<file path="config.mk">
export PLATFORM = sky130hd
export DESIGN_NAME = gpc_port
export DESIGN_NICKNAME = d
export VERILOG_FILES = /design/src/hdl/gpc_pkg.sv /design/src/hdl/gpc_change_if.sv /design/src/hdl/gpc_change_det.sv /design/src/hdl/gpc_pin_sync.sv /design/src/hdl/gpc_port.sv
export SDC_FILE = /design/constraint.sdc
export NUM_CORES = 1
export LEC_CHECK = 0
export BUFFER_PORTS_ARGS = -buffer_cell sky130_fd_sc_hd__buf_2
export CORE_ASPECT_RATIO = 0.6
export CORE_MARGIN = 3
export CORE_UTILIZATION = 25
export CTS_BUF_LIST = sky130_fd_sc_hd__clkbuf_8
export CTS_CLUSTER_SIZE = 30
export DETAILED_ROUTE_END_ITERATION = 10
export RECOVER_POWER = 50
export SLEW_MARGIN = 20
export SYNTH_ARGS = -nofsm -noshare
export SYNTH_HDL_FRONTEND = slang
export SYNTH_SLANG_ARGS = --single-unit
</file>
<file path="constraint.sdc">
create_clock -name clock_i -period 2.8 [get_ports clock_i]
set_input_delay 0.28 -clock clock_i [delete_from_list [all_inputs] [get_ports clock_i]]
set_output_delay 0.28 -clock clock_i [all_outputs]
set_load 0.01 [all_outputs]
</file>
<file path="src/hdl/gpc_pkg.sv">
// Purpose: Constants for the port and pin change mask block
// Assumes: Byte-wide I/O bus, one clock
// Notes:   Port register offsets are not fixed and are parameters here
package gpc_pkg;
    localparam int unsigned WIDTH = 8;
    localparam logic [7:0] MASK0_ADDR = 8'h6B;
    localparam logic [7:0] MASK1_ADDR = 8'h6C;
    localparam logic [7:0] MASK2_ADDR = 8'h6D;
    localparam logic [7:0] MASK3_ADDR = 8'h6E;
    localparam logic [7:0] PIN_ADDR = 8'h20;
    localparam logic [7:0] DIR_ADDR = 8'h21;
    localparam logic [7:0] OUT_ADDR = 8'h22;
    localparam logic [7:0] MASK_RST = 8'h00;
    localparam logic [7:0] OUT_RST = 8'h00;
    localparam logic [7:0] DIR_RST = 8'h00;
    localparam logic [7:0] MASK3_VALID = 8'h7F;
endpackage : gpc_pkg

</file>
<file path="src/hdl/gpc_change_if.sv">
// Purpose: Carries one group's pins and mask to a change detector
// Assumes: Single clock
// Notes:   Detector drives the request back
`timescale 1ns/100ps
`default_nettype none
interface gpc_change_if;
    logic [7:0] pins;
    logic [7:0] mask;
    logic       group_en;
    logic       req;
    modport ctl (output pins, output mask, output group_en, input req);
    modport det (input pins, input mask, input group_en, output req);
endinterface : gpc_change_if
`default_nettype wire

</file>
<file path="src/hdl/gpc_change_det.sv">
// Purpose: Pin change detection for one group of eight pins
// Assumes: Pins already synchronised
// Notes:   Request is a one-cycle pulse
`timescale 1ns/100ps
`default_nettype none
module gpc_change_det (
    input  wire logic   clock_i,
    input  wire logic   arst_n_i,
    gpc_change_if.det   chg
);
    logic [7:0] prev_r;

    always_ff @(posedge clock_i or negedge arst_n_i) begin
        if (!arst_n_i) begin
            prev_r <= 8'h00;
        end else begin
            prev_r <= chg.pins;
        end
    end

    always_ff @(posedge clock_i or negedge arst_n_i) begin
        if (!arst_n_i) begin
            chg.req <= 1'b0;
        end else begin
            chg.req <= chg.group_en & (|((prev_r ^ chg.pins) & chg.mask));
        end
    end
endmodule // gpc_change_det
`default_nettype wire

</file>
<file path="src/hdl/gpc_pin_sync.sv">
// Purpose: Input synchroniser, falling-edge stage then rising-edge stage
// Assumes: Pins asynchronous to the clock
// Notes:   Negedge flop stands in for the transparent-high latch
`timescale 1ns/100ps
`default_nettype none
module gpc_pin_sync #(
    parameter int unsigned W = 8
) (
    input  wire logic         clock_i,
    input  wire logic         arst_n_i,
    input  wire logic [W-1:0] pin_i,
    output logic      [W-1:0] sync_o
);
    logic [W-1:0] latch_r;

    // Catches the level present while clock was high
    always_ff @(negedge clock_i or negedge arst_n_i) begin
        if (!arst_n_i) begin
            latch_r <= '0;
        end else begin
            latch_r <= pin_i;
        end
    end

    always_ff @(posedge clock_i or negedge arst_n_i) begin
        if (!arst_n_i) begin
            sync_o <= '0;
        end else begin
            sync_o <= latch_r;
        end
    end
endmodule // gpc_pin_sync
`default_nettype wire

</file>
<file path="src/hdl/gpc_port.sv">
// Purpose: One 8-bit I/O port with pin change masks and group flags
// Assumes: Core I/O bus with address, write strobe, read strobe
// Notes:
// Notes on behaviour
// - Direction one drives, zero is input
// - Input pull-up when output bit set, enabled
// - Global pull-up disable kills every pull-up
// - Output drives the output-value bit
// - Reset tri-states pins without a clock
// - Writing one to pin input toggles output
// - Three locations: output, direction, pin input
// - Single-bit writes leave other pins alone
// - Alternate function does not block others
// - Pin input via latch, then rising flop
// - External change seen after half to 1.5
// - Written value reads back one clock later
// - Mask bit and group enable gate detection
// - Four mask groups, upper one seven bits
// - Group change flag, cleared by one
`timescale 1ns/100ps
`default_nettype none
module gpc_port #(
    parameter bit         LARGE_VARIANT = 1'b1,
    parameter logic [7:0] PIN_ADDR      = gpc_pkg::PIN_ADDR,
    parameter logic [7:0] DIR_ADDR      = gpc_pkg::DIR_ADDR,
    parameter logic [7:0] OUT_ADDR      = gpc_pkg::OUT_ADDR
) (
    input  wire logic        clock_i,
    input  wire logic        arst_n_i,
    input  wire logic [7:0]  addr_i,
    input  wire logic        wr_i,
    input  wire logic        rd_i,
    input  wire logic [7:0]  wdata_i,
    output logic      [7:0]  rdata_o,
    input  wire logic        global_pullup_disable_i,
    input  wire logic [3:0]  change_group_enable_i,
    input  wire logic [3:0]  change_flag_clear_i,
    output logic      [3:0]  change_flag_o,
    input  wire logic [7:0]  pin_in_i,
    input  wire logic [31:0] group_pins_i,
    output logic      [7:0]  pin_out_o,
    output logic      [7:0]  pin_oe_o,
    output logic      [7:0]  pin_pullup_o
);
    logic [7:0]  port_output_value_r;
    logic [7:0]  port_output_value_nxt;
    logic [7:0]  port_direction_r;
    logic [7:0]  port_direction_nxt;
    logic [7:0]  port_pin_input;
    logic [7:0]  pin_change_mask_group0_r;
    logic [7:0]  pin_change_mask_group1_r;
    logic [7:0]  pin_change_mask_group2_r;
    logic [7:0]  pin_change_mask_group3_r;
    logic [7:0]  drive_nxt;
    logic [7:0]  pull_nxt;
    logic [7:0]  oe_r;
    logic [7:0]  out_r;
    logic [7:0]  pull_r;
    logic [7:0]  rdata_nxt;
    logic [31:0] group_sync;
    logic [3:0]  group_live;
    logic [3:0]  req;
    logic [3:0]  flag_nxt;
    logic [3:0]  flag_r;
    logic        sel_pin;
    logic        sel_dir;
    logic        sel_out;
    logic        sel_mask0;
    logic        sel_mask1;
    logic        sel_mask2;
    logic        sel_mask3;
    logic        write_pin;
    logic        write_dir;
    logic        write_out;
    logic        write_mask0;
    logic        write_mask1;
    logic        write_mask2;
    logic        write_mask3;

    // Pin input path
    gpc_pin_sync #(.W(8)) u_port_sync (
        .clock_i  (clock_i),
        .arst_n_i (arst_n_i),
        .pin_i    (pin_in_i),
        .sync_o   (port_pin_input)
    );

    // Change sources for all four groups share one synchroniser bank
    gpc_pin_sync #(.W(32)) u_group_sync (
        .clock_i  (clock_i),
        .arst_n_i (arst_n_i),
        .pin_i    (group_pins_i),
        .sync_o   (group_sync)
    );

    // Address decode, shared by the write and read paths
    assign sel_pin   = addr_i == PIN_ADDR;
    assign sel_dir   = addr_i == DIR_ADDR;
    assign sel_out   = addr_i == OUT_ADDR;
    assign sel_mask0 = addr_i == gpc_pkg::MASK0_ADDR;
    assign sel_mask1 = addr_i == gpc_pkg::MASK1_ADDR;
    // Upper groups decode to nothing in the small variant
    assign sel_mask2 = LARGE_VARIANT && addr_i == gpc_pkg::MASK2_ADDR;
    assign sel_mask3 = LARGE_VARIANT && addr_i == gpc_pkg::MASK3_ADDR;

    // Write strobes, one per location
    assign write_pin   = wr_i && sel_pin;
    assign write_dir   = wr_i && sel_dir;
    assign write_out   = wr_i && sel_out;
    assign write_mask0 = wr_i && sel_mask0;
    assign write_mask1 = wr_i && sel_mask1;
    assign write_mask2 = wr_i && sel_mask2;
    assign write_mask3 = wr_i && sel_mask3;

    // Output value: writes and toggles both go through the full byte,
    // so a bit-level write from the core touches only its own pin
    always_comb begin
        port_output_value_nxt = port_output_value_r;
        if (write_out) begin
            port_output_value_nxt = wdata_i;
        end else if (write_pin) begin
            // Toggle ignores direction; zero bits keep their value
            port_output_value_nxt = port_output_value_r ^ wdata_i;
        end
    end

    always_ff @(posedge clock_i or negedge arst_n_i) begin
        if (!arst_n_i) begin
            port_output_value_r <= gpc_pkg::OUT_RST;
        end else begin
            port_output_value_r <= port_output_value_nxt;
        end
    end

    always_comb begin
        port_direction_nxt = port_direction_r;
        if (write_dir) begin
            port_direction_nxt = wdata_i;
        end
    end

    always_ff @(posedge clock_i or negedge arst_n_i) begin
        if (!arst_n_i) begin
            port_direction_r <= gpc_pkg::DIR_RST;
        end else begin
            port_direction_r <= port_direction_nxt;
        end
    end

    always_ff @(posedge clock_i or negedge arst_n_i) begin
        if (!arst_n_i) begin
            pin_change_mask_group0_r <= gpc_pkg::MASK_RST;
        end else if (write_mask0) begin
            pin_change_mask_group0_r <= wdata_i;
        end
    end

    always_ff @(posedge clock_i or negedge arst_n_i) begin
        if (!arst_n_i) begin
            pin_change_mask_group1_r <= gpc_pkg::MASK_RST;
        end else if (write_mask1) begin
            pin_change_mask_group1_r <= wdata_i;
        end
    end

    always_ff @(posedge clock_i or negedge arst_n_i) begin
        if (!arst_n_i) begin
            pin_change_mask_group2_r <= gpc_pkg::MASK_RST;
        end else if (write_mask2) begin
            pin_change_mask_group2_r <= wdata_i;
        end
    end

    always_ff @(posedge clock_i or negedge arst_n_i) begin
        if (!arst_n_i) begin
            pin_change_mask_group3_r <= gpc_pkg::MASK_RST;
        end else if (write_mask3) begin
            // Bit 7 has no pin behind it
            pin_change_mask_group3_r <= wdata_i & gpc_pkg::MASK3_VALID;
        end
    end

    // Pad controls follow the next register value, so a written level
    // is on the pin at the write edge and reads back a clock later
    assign drive_nxt = port_output_value_nxt & port_direction_nxt;
    assign pull_nxt  = ~port_direction_nxt & port_output_value_nxt
                       & {8{~global_pullup_disable_i}};

    // Async reset tri-states the pins with no clock running
    // Alternate functions are outside; each pin decodes alone
    always_ff @(posedge clock_i or negedge arst_n_i) begin
        if (!arst_n_i) begin
            oe_r <= 8'h00;
        end else begin
            oe_r <= port_direction_nxt;
        end
    end

    always_ff @(posedge clock_i or negedge arst_n_i) begin
        if (!arst_n_i) begin
            out_r <= 8'h00;
        end else begin
            out_r <= drive_nxt;
        end
    end

    always_ff @(posedge clock_i or negedge arst_n_i) begin
        if (!arst_n_i) begin
            pull_r <= 8'h00;
        end else begin
            pull_r <= pull_nxt;
        end
    end

    assign pin_oe_o     = oe_r;
    assign pin_out_o    = out_r;
    assign pin_pullup_o = pull_r;

    // Read mux; unmapped locations read as zero
    always_comb begin
        rdata_nxt = 8'h00;
        if (sel_pin) begin
            rdata_nxt = port_pin_input;
        end
        if (sel_dir) begin
            rdata_nxt = port_direction_r;
        end
        if (sel_out) begin
            rdata_nxt = port_output_value_r;
        end
        if (sel_mask0) begin
            rdata_nxt = pin_change_mask_group0_r;
        end
        if (sel_mask1) begin
            rdata_nxt = pin_change_mask_group1_r;
        end
        if (sel_mask2) begin
            rdata_nxt = pin_change_mask_group2_r;
        end
        if (sel_mask3) begin
            rdata_nxt = pin_change_mask_group3_r;
        end
    end

    always_ff @(posedge clock_i or negedge arst_n_i) begin
        if (!arst_n_i) begin
            rdata_o <= 8'h00;
        end else if (rd_i) begin
            rdata_o <= rdata_nxt;
        end
    end

    // Groups 2 and 3 exist only in the large variant
    always_comb begin
        group_live = change_group_enable_i;
        if (!LARGE_VARIANT) begin
            group_live[3:2] = 2'b00;
        end
    end

    // One detector per group
    gpc_change_if chg_if [4] ();
    genvar g;
    generate
        for (g = 0; g < 4; g++) begin : g_grp
            logic [7:0] mask_w;
            if (g == 0) begin : g_m0
                assign mask_w = pin_change_mask_group0_r;
            end else if (g == 1) begin : g_m1
                assign mask_w = pin_change_mask_group1_r;
            end else if (g == 2) begin : g_m2
                assign mask_w = pin_change_mask_group2_r;
            end else begin : g_m3
                assign mask_w = pin_change_mask_group3_r;
            end
            assign chg_if[g].pins     = group_sync[g*8 +: 8];
            assign chg_if[g].mask     = mask_w;
            assign chg_if[g].group_en = group_live[g];
            assign req[g]             = chg_if[g].req;
            gpc_change_det u_det (
                .clock_i  (clock_i),
                .arst_n_i (arst_n_i),
                .chg      (chg_if[g])
            );
        end
    endgenerate

    // Sticky flags; a new request wins over a same-cycle clear
    always_comb begin
        flag_nxt = flag_r & ~change_flag_clear_i;
        flag_nxt = flag_nxt | req;
    end

    always_ff @(posedge clock_i or negedge arst_n_i) begin
        if (!arst_n_i) begin
            flag_r <= 4'h0;
        end else begin
            flag_r <= flag_nxt;
        end
    end

    assign change_flag_o = flag_r;
endmodule // gpc_port
`default_nettype wire

</file>
==> results.txt, run 1 <==
----------------------------------------------------
[Synth]
  Synth Area in Simple Gates ... 0.05991
  Post-synth top flop ... sky130_fd_sc_hd__dfrtp_1
  Sequential share of the synthesized area ... 0.6889
  Number of nets in the synthesized netlist ... 550
  #FFs+latches synth ... around 190
  Compound-Gate Fraction of Synth Area ... 0.1006
  Unique masters post-synth ... 45
  Mean cell area of the mapped netlist ... 14.20 um2
  Cells after Synth ... approximately 480
  Yosys warning count ... 0
  Proportion of synthesized area in mux cells ... 0.08593
  Adder-Cell Fraction of Synth Area ... 0
  Dominant combinational cell family by area after synthesis ... compound AO/OA/AOI/OAI gates
  Xor/xnor share of the synthesized area ... 0.03976
  Count of flip-flops with a built-in enable after synthesis ... 0
  Synthesized cell area ... approximately 6800 um2
  Fraction of registers with async set or reset after synthesis ... 1.000

[Die]
  Starting utilization of the core area ... 0.2563
  Io pins ... about 110
  Cell row count ... between 40 and 50
  Die Span Y ... about 130 um
  Floorplan die width ... 219.4 um
  Die outline area ... about 29000 um2
  Core Box Area ... approximately 27000 um2

[Routing]
  Total met3 wirelength after detailed routing ... 1137 um
  Via count normalized by instance count ... 4.222
  Met2 Routed Length ... between 6000 and 7000 um
  Metal-1 WL ... between 8000 and 9000 um
  Via count ... 4116
  Average wire per standard cell ... between 15 and 20 um
  Post-route DRC violation count ... 0
  Overall routed net length ... roughly 17000 um
  Highest signal layer in the routed design ... met4
  Count of nets left with antenna violations after detail routing ... 0
  1st-pass router iterations ... 4
  Iter 0 DRT Violations ... around 250

[Power]
  Power density over the cells ... 630.1 nW/um2
  Int Power ... around 0.0038 W
  Clock group share of total power ... 0.348
  NetSw ... 0.001378 W
  Leakage ... approximately 3.8 nW
  Proportion of power drawn by flip-flops and latches ... 0.575
  Total chip power ... 0.005136 W
  Logic pwr share ... 0.076
  Largest voltage drop on the vdd net ... between 0.2 and 0.3 mV
  Switch share ... 0.2683

[Worst setup path]
  R2R Path End ... u_port_sync.sync_o[3]
  Startpoint of the worst register-to-register path ... u_port_sync.latch_r[3]
  Worst path arrival time ... around 1400 ps
  Endpoint class of the critical path ... asynchronous set/reset pin
  CP max FO ... 46
  Setup slack on the worst flop-to-flop path ... approximately 960 ps
  Required time of the critical path ... between 2000 and 2500 ps
  Type of the worst setup path ... in2async
  R2r worst-path depth ... 0
  Kind of launch point of the worst setup path ... input pin

[STA]
  Final Hold Violating Endpoints ... 0
  Remaining max-slew budget at the tightest pin ... 0.3060
  Sum of negative setup slack ... 0 ps
  Max-slew violations ... 0
  Total setup violations reported at the end of the flow ... 0
  Worst setup skew after layout ... 58.95 ps
  Transition at the pin with the smallest max-transition slack ... ~1000 ps
  Unrepaired setup endpoints after global routing ... false

[Clocking]
  Maximum count of clock buffers along a single path ... 2
  CTS-repair resized insts ... 0
  CTS Buf Count ... 17
  Setup repair bufs after CTS ... 0
  Hold-fix buffers, CTS ... 2
  Root Buffer Master ... sky130_fd_sc_hd__clkbuf_8
  Skew-Pair Late Insertion Delay ... about 480 ps
  Clock slew at the register clock pins of the worst setup and hold paths ... about 100 ps
  Clock tree from TritonCTS ... done
  Depth of the CTS H-tree ... 4
  Clock tree sinks ... approximately 190

[Finish]
  Combined area of the multi-input logic cells ... 1919 um2
  Most frequent standard cell in the layout excluding fill and tap cells ... sky130_fd_sc_hd__dfrtp_1
  Net count of the finished layout ... about 670
  Number of standard cells in the layout, taps in and fillers out ... 975
  Fill cell total of the finished layout ... about 2700
  Fin util ... 0.3059
  Fraction of layout instances using a drive strength above 1 ... 0.2455
  Layout overhead on the synthesized area ... 19.35%
  Number of antenna cells inserted ... 0
  Register area ... about 4700 um2
  Most used cells in the layout excluding fill and tap cells ... 149 x sky130_fd_sc_hd__dfrtp_1, 66 x sky130_fd_sc_hd__buf_2, 40 x sky130_fd_sc_hd__clkbuf_1, 39 x sky130_fd_sc_hd__dfrtn_1, 33 x sky130_fd_sc_hd__mux2_2

[Placed design]
  RD Place Congestion ... approximately 0.87
  Placed cells ... 941
  # port buffers ... 103
  Detailed placer's ending HPWL ... approximately 12000 um

[Min path]
  Launch instance of the worst min-delay path ... change_flag_clear_i[1]
  Sink of the worst hold path ... change_flag_o[1]
  Hold-critical path depth ... 3
  Min-delay worst type ... in2reg

[GRT]
  Total routing resource utilization after global routing ... 0.1203
  Initial antenna violation count ... 0
  Wire length of the first global-routing pass ... 25870 um
  Maximum number of pins on one net before global-route repair ... 47
  Via count of the first global-routing pass ... roughly 4200
  Total gr overflow ... 0

[Flow run]
  Number of max-capacitance violations reported ... 0

[Status]
  Run status ... finished clean

----------------------------------------------------
how the worst max path moves through the flow:
stage	slack (ps)	to	startpoint	cells past startpoint
finish	650	u_group_sync.latch_r[10]	arst_n_i	3
floorplan	980	u_group_sync.latch_r[0]	group_pins_i[0]	0
CTS	640	u_group_sync.latch_r[25]	arst_n_i	3
global placement	630	chg_if[2].mask[5]	addr_i[7]	5
global route	520	pin_out_o[1]	addr_i[7]	7
detailed placement	620	chg_if[2].mask[7]	addr_i[7]	5
metrics by stage:
| step | setup WS [ps] | hold slack [ps] | instance area (um2) |
|---|---|---|---|
| 6_report | 645.2 | 65.98 | 8150 |
| 5_1_grt | 519.7 | 7.883 | 8150 |
| 3_5_place_dp | 615.1 | 209.1 | 7839 |
| 2_1_floorplan | 975.6 | -15.59 | 6829 |
| 4_1_cts | 639.6 | 9.478 | 8245 |
| 3_3_place_gp | 631.7 | 213.7 | 7839 |
power groups by stage:
stage	clock network (W)	logic, W	registers (W)
finish	0.00179	0.000391	0.00296
global route	0.00198	0.000441	0.00298
CTS	0.00186	0.000416	0.00296
detailed placement	0	0.000411	0.00301
global placement	0	0.000407	0.00300
floorplan	0	0.000175	0.00299
synth_stat cells, types with 2 or more instances:
| cell | count | area (um2) |
|---|---|---|
| sky130_fd_sc_hd__a21o_1 | 4 | 30.03 |
| sky130_fd_sc_hd__a21oi_1 | 11 | 55.05 |
| sky130_fd_sc_hd__a21oi_2 | 5 | 43.79 |
| sky130_fd_sc_hd__a22oi_1 | 16 | 120.1 |
| sky130_fd_sc_hd__a22oi_2 | 2 | 25.02 |
| sky130_fd_sc_hd__a2bb2oi_1 | 5 | 43.79 |
| sky130_fd_sc_hd__a31oi_1 | 3 | 18.77 |
| sky130_fd_sc_hd__a41oi_1 | 3 | 26.28 |
| sky130_fd_sc_hd__and3_1 | 2 | 12.51 |
| sky130_fd_sc_hd__and3b_1 | 6 | 52.55 |
| sky130_fd_sc_hd__buf_2 | 4 | 20.02 |
| sky130_fd_sc_hd__buf_6 | 2 | 22.52 |
| sky130_fd_sc_hd__clkbuf_1 | 7 | 26.28 |
| sky130_fd_sc_hd__dfrtn_1 | 39 | 975.9 |
| sky130_fd_sc_hd__dfrtp_1 | 149 | 3729 |
| sky130_fd_sc_hd__inv_1 | 26 | 97.59 |
| sky130_fd_sc_hd__mux2_2 | 33 | 371.6 |
| sky130_fd_sc_hd__mux2i_1 | 20 | 200.2 |
| sky130_fd_sc_hd__nand2_1 | 17 | 63.81 |
| sky130_fd_sc_hd__nand2b_1 | 5 | 31.28 |
| sky130_fd_sc_hd__nand3_1 | 9 | 45.04 |
| sky130_fd_sc_hd__nor2_1 | 7 | 26.28 |
| sky130_fd_sc_hd__nor2_4 | 3 | 33.78 |
| sky130_fd_sc_hd__nor2b_1 | 8 | 50.05 |
| sky130_fd_sc_hd__nor3_1 | 2 | 10.01 |
| sky130_fd_sc_hd__o21a_1 | 5 | 37.54 |
| sky130_fd_sc_hd__o21ai_0 | 28 | 140.1 |
| sky130_fd_sc_hd__o22ai_1 | 7 | 43.79 |
| sky130_fd_sc_hd__o2bb2ai_1 | 2 | 17.52 |
| sky130_fd_sc_hd__o311ai_0 | 6 | 52.55 |
| sky130_fd_sc_hd__xor2_1 | 31 | 271.5 |
state kept, by name (all words and copies together), names as in the netlist:
| register | flops |
|---|---|
| chg_if.mask | 31 |
| g_grp.u_det.prev_r | 31 |
| u_group_sync.latch_r | 31 |
| u_group_sync.sync_o | 31 |
| pin_oe_o | 8 |
| pin_out_o | 8 |
| pin_pullup_o | 8 |
| port_output_value_r | 8 |
| rdata_o | 8 |
| u_port_sync.latch_r | 8 |
| u_port_sync.sync_o | 8 |
| change_flag_o | 4 |
| g_grp.u_det.chg.req | 4 |
layer usage:
metal | global-route usage | vias to the layer above
li1 | - | 1925
met1 | 0.1882 | 2059
met2 | 0.1537 | 119
met3 | 0.04166 | 13
met4 | 0.03308 | 0
met5 | 0 | -
critical path, cell delays in order:
cell,delay (ps)
sky130_fd_sc_hd__dlygate4sd3_1,530
sky130_fd_sc_hd__clkbuf_8,290
sky130_fd_sc_hd__buf_12,290
final cells by class:
class                           instances  area share
Clock buffer                           17     0.02871
Clock inverter                         15     0.01873
Inverter                               26     0.01197
Multi-Input combinational cell        253      0.2355
Sequential cell                       188      0.5772
Tap cell                              360     0.05527
Timing Repair Buffer                  116     0.07261
logic make-up (layout without fill, tap and decap cells):
group	Yosys count	in the layout
and+or+nand+nor	67	67
DFF	188	188
AOI/OAI and AO/OA	101	101
xor gates and xnor gates	31	31
muxes	54	54
buffers and inverters	40	174
Note: power is estimated with default switching activity, not from simulation.
==> run 2: changes to the inputs <==
clock period = 2 ns   (was 2.8 ns; I/O delays follow)
==> results.txt, run 2 (synthesized netlist as in run 1, its figures left out) <==
----------------------------------------------------
[STA]
  Unrepaired setup endpoints after global routing ... false
  Transition at the pin with the smallest max-transition slack ... 1056 ps (+15.12 ps)
  Worst setup skew after layout ... 69.25 ps (+10.30 ps)
  Fmax achieved ... between 600 and 700 MHz
  Final Hold Violating Endpoints ... 0 (unchanged)
  Final critical-path required period ... about 1600 ps
  Max-slew violations ... 0 (unchanged)
  Share of the clock period used by the worst path ... 0.7782
  Total setup violations reported at the end of the flow ... 0 (unchanged)
  Remaining max-slew budget at the tightest pin ... 0.2959 (-0.01008)
  Worst Hold Margin ... 24.24 ps (-41.74 ps)

[Placed design]
  Placed cells ... 952 (+1.2%)
  Placed cell area ... 7946 um2 (+1.4%)
  # port buffers ... 103 (unchanged)
  RD Place Congestion ... 0.8850 (+1.8%)
  Detailed placer's ending HPWL ... 12670 um (+3.1%)

[Min path]
  Min-delay worst type ... in2reg
  Launch instance of the worst min-delay path ... global_pullup_disable_i
  Hold-critical path depth ... 2 (-1)
  Sink of the worst hold path ... pin_pullup_o[7]

[Power]
  NetSw ... 0.002022 W (+47%)
  Total chip power ... 0.007358 W (+43%)
  Clock group share of total power ... 0.357 (+0.009)
  Int Power ... 0.005337 W (+42%)
  Largest voltage drop on the vdd net ... 0.5426 mV (+110%)
  Proportion of power drawn by flip-flops and latches ... 0.562 (-0.013)
  Leakage ... 4.038 nW (+6.3%)
  Logic pwr share ... 0.080 (+0.004)
  Power density over the cells ... 872.7 nW/um2 (+38%)
  Switch share ... 0.2747 (+0.006437)

[Clocking]
  Maximum count of clock buffers along a single path ... 2 (unchanged)
  Skew-Pair Late Insertion Delay ... 490 ps (about the same)
  Clock tree sinks ... 188 (unchanged)
  CTS-repair resized insts ... 0 (unchanged)
  Clock slew at the register clock pins of the worst setup and hold paths ... 110 ps (about the same)
  Clock tree from TritonCTS ... done
  Depth of the CTS H-tree ... 4 (unchanged)
  Root Buffer Master ... sky130_fd_sc_hd__clkbuf_8
  CTS Buf Count ... 17 (unchanged)

[Worst setup path]
  CP max stage cell ... sky130_fd_sc_hd__dlygate4sd3_1
  R2R Path End ... rdata_o[6]
  CP max stage delay ... 530 ps (about the same)
  Type of the worst setup path ... in2async
  Worst path cell trace ... dlygate4sd3_1 > clkbuf_8 > buf_12
  Setup slack on the worst flop-to-flop path ... 440 ps (-520 ps)
  Kind of launch point of the worst setup path ... input pin
  Count of buffer and inverter cells on the critical path ... 3 (unchanged)
  R2r worst-path depth ... 5 (+5)
  Worst path arrival time ... 1270 ps (-160 ps)
  CP max FO ... 27 (-41%)
  Required time of the critical path ... 1710 ps (-360 ps)
  Endpoint class of the critical path ... asynchronous set/reset pin
  Startpoint of the worst register-to-register path ... chg_if[1].mask[6]
  Cell type group with the largest total delay on the critical path ... buffers and inverters

[Routing]
  Via count normalized by instance count ... 4.219 (about the same)
  Via count ... 4189 (+1.8%)
  Post-route DRC violation count ... 0 (unchanged)
  Count of nets left with antenna violations after detail routing ... 0 (unchanged)
  1st-pass router iterations ... 5 (+1)
  Iter 0 DRT Violations ... 313 (+24%)
  Overall routed net length ... 17020 um (+1.5%)
  Average wire per standard cell ... 17.14 um (-0.31%)

[GRT]
  Met1 Use GR ... 0.1822 (-0.005948)
  Total gr overflow ... 0 (unchanged)
  Layer carrying the most global-route usage ... met1
  Global-route track usage on met3 ... 0.03487 (-0.006792)
  Via count of the first global-routing pass ... 4299 (+2.9%)
  Initial antenna violation count ... 0 (unchanged)
  Wire length of the first global-routing pass ... 26030 um (+0.61%)
  Global-route track usage on met2 ... 0.1653 (+0.01161)
  Total routing resource utilization after global routing ... 0.1206 (+0.0003065)
  Maximum number of pins on one net before global-route repair ... 45 (-4.3%)

[Finish]
  Layout overhead on the synthesized area ... 23.47%
  Number of antenna cells inserted ... 0 (unchanged)
  Fraction of layout instances using a drive strength above 1 ... 0.3049 (+0.05937)
  Fin util ... 0.3164 (+0.01056)
  Final design instance area without fill ... 8432 um2 (+3.5%)
  Most frequent standard cell in the layout excluding fill and tap cells ... sky130_fd_sc_hd__dfrtp_1
  Most used cells in the layout excluding fill and tap cells ... 149 x sky130_fd_sc_hd__dfrtp_1, 96 x sky130_fd_sc_hd__buf_2, 39 x sky130_fd_sc_hd__dfrtn_1, 33 x sky130_fd_sc_hd__mux2_2, 31 x sky130_fd_sc_hd__xor2_1
  Number of standard cells in the layout, taps in and fillers out ... 993 (+1.8%)
  Net count of the finished layout ... 689 (+2.7%)

[Die]
  Io pins ... 105 (unchanged)
  Cell row count ... 46 (unchanged)
  Starting utilization of the core area ... 0.2563 (unchanged)
  Floorplan die width ... 219.4 um (unchanged)
  Core Box Area ... 26650 um2 (unchanged)
  Die Span Y ... 134.0 um (unchanged)
  Die outline area ... 29400 um2 (unchanged)

[Status]
  Run status ... finished clean

[Flow run]
  Number of max-capacitance violations reported ... 0 (unchanged)

----------------------------------------------------
run 2: cell types whose count changed in the layout (fill, tap and decap cells not counted), moves of 2 or more:
cell | before | now
sky130_fd_sc_hd__buf_12 | 2 | 4
sky130_fd_sc_hd__buf_2 | 66 | 96
sky130_fd_sc_hd__buf_4 | 5 | 10
sky130_fd_sc_hd__clkbuf_1 | 40 | 13
sky130_fd_sc_hd__clkinv_2 | 2 | 0
sky130_fd_sc_hd__clkinv_8 | 0 | 5
sky130_fd_sc_hd__clkinvlp_4 | 2 | 0
sky130_fd_sc_hd__dlygate4sd3_1 | 2 | 9
run 2: layout make-up:
cell class | count | area, um2
Multi-Input combinational cell | 253 | 1954
Sequential cell | 188 | 4705
Clock inverter | 15 | 197.7
Fill cell | 2703 | 18220
Tap cell | 360 | 450.4
Clock buffer | 17 | 234.0
Inverter | 26 | 97.59
Timing Repair Buffer | 134 | 793.3
run 2: what timing repair did:
item	in CTS	in global routing
endpoints found under the hold margin	55	0
hold buffers	9	0
buffers inserted	0	0
run 2: through the flow:
step	setup TNS (ps)	setup WS, ps
after CTS	0	453.0
after floorplan	0	324.4
after detailed placement	-429.4	-57.18
final	0	443.5
after global placement	-123.4	-16.16
after global routing	0	295.5
run 2: how the worst max path moves through the flow:
stage | cells after the start | end | start
6_report | 3 | u_group_sync.latch_r[12] | arst_n_i
5_1_grt | 3 | pin_pullup_o[6] | arst_n_i
4_1_cts | 3 | u_group_sync.latch_r[12] | arst_n_i
3_5_place_dp | 5 | chg_if[2].mask[7] | addr_i[7]
3_3_place_gp | 5 | chg_if[2].mask[5] | addr_i[7]
2_1_floorplan | 6 | chg_if[2].mask[0] | addr_i[7]
run 2: per-layer routing:
| metal | vias to the layer above | wire length [um] |
|---|---|---|
| met2 | 125 | 7174 |
| met5 | - | 0 |
| met4 | 0 | 144 |
| li1 | 1963 | - |
| met1 | 2087 | 8555 |
| met3 | 14 | 1145 |
run 2: power by group through the flow:
stage / Clock (W) / Sequential (W) / Combinational, W
2_1_floorplan: 0 / 0.00419 / 0.000245
3_3_place_gp: 0 / 0.00421 / 0.000587
3_5_place_dp: 0 / 0.00421 / 0.000594
4_1_cts: 0.00273 / 0.00414 / 0.000612
5_1_grt: 0.00291 / 0.00416 / 0.000659
6_report: 0.00263 / 0.00414 / 0.000591
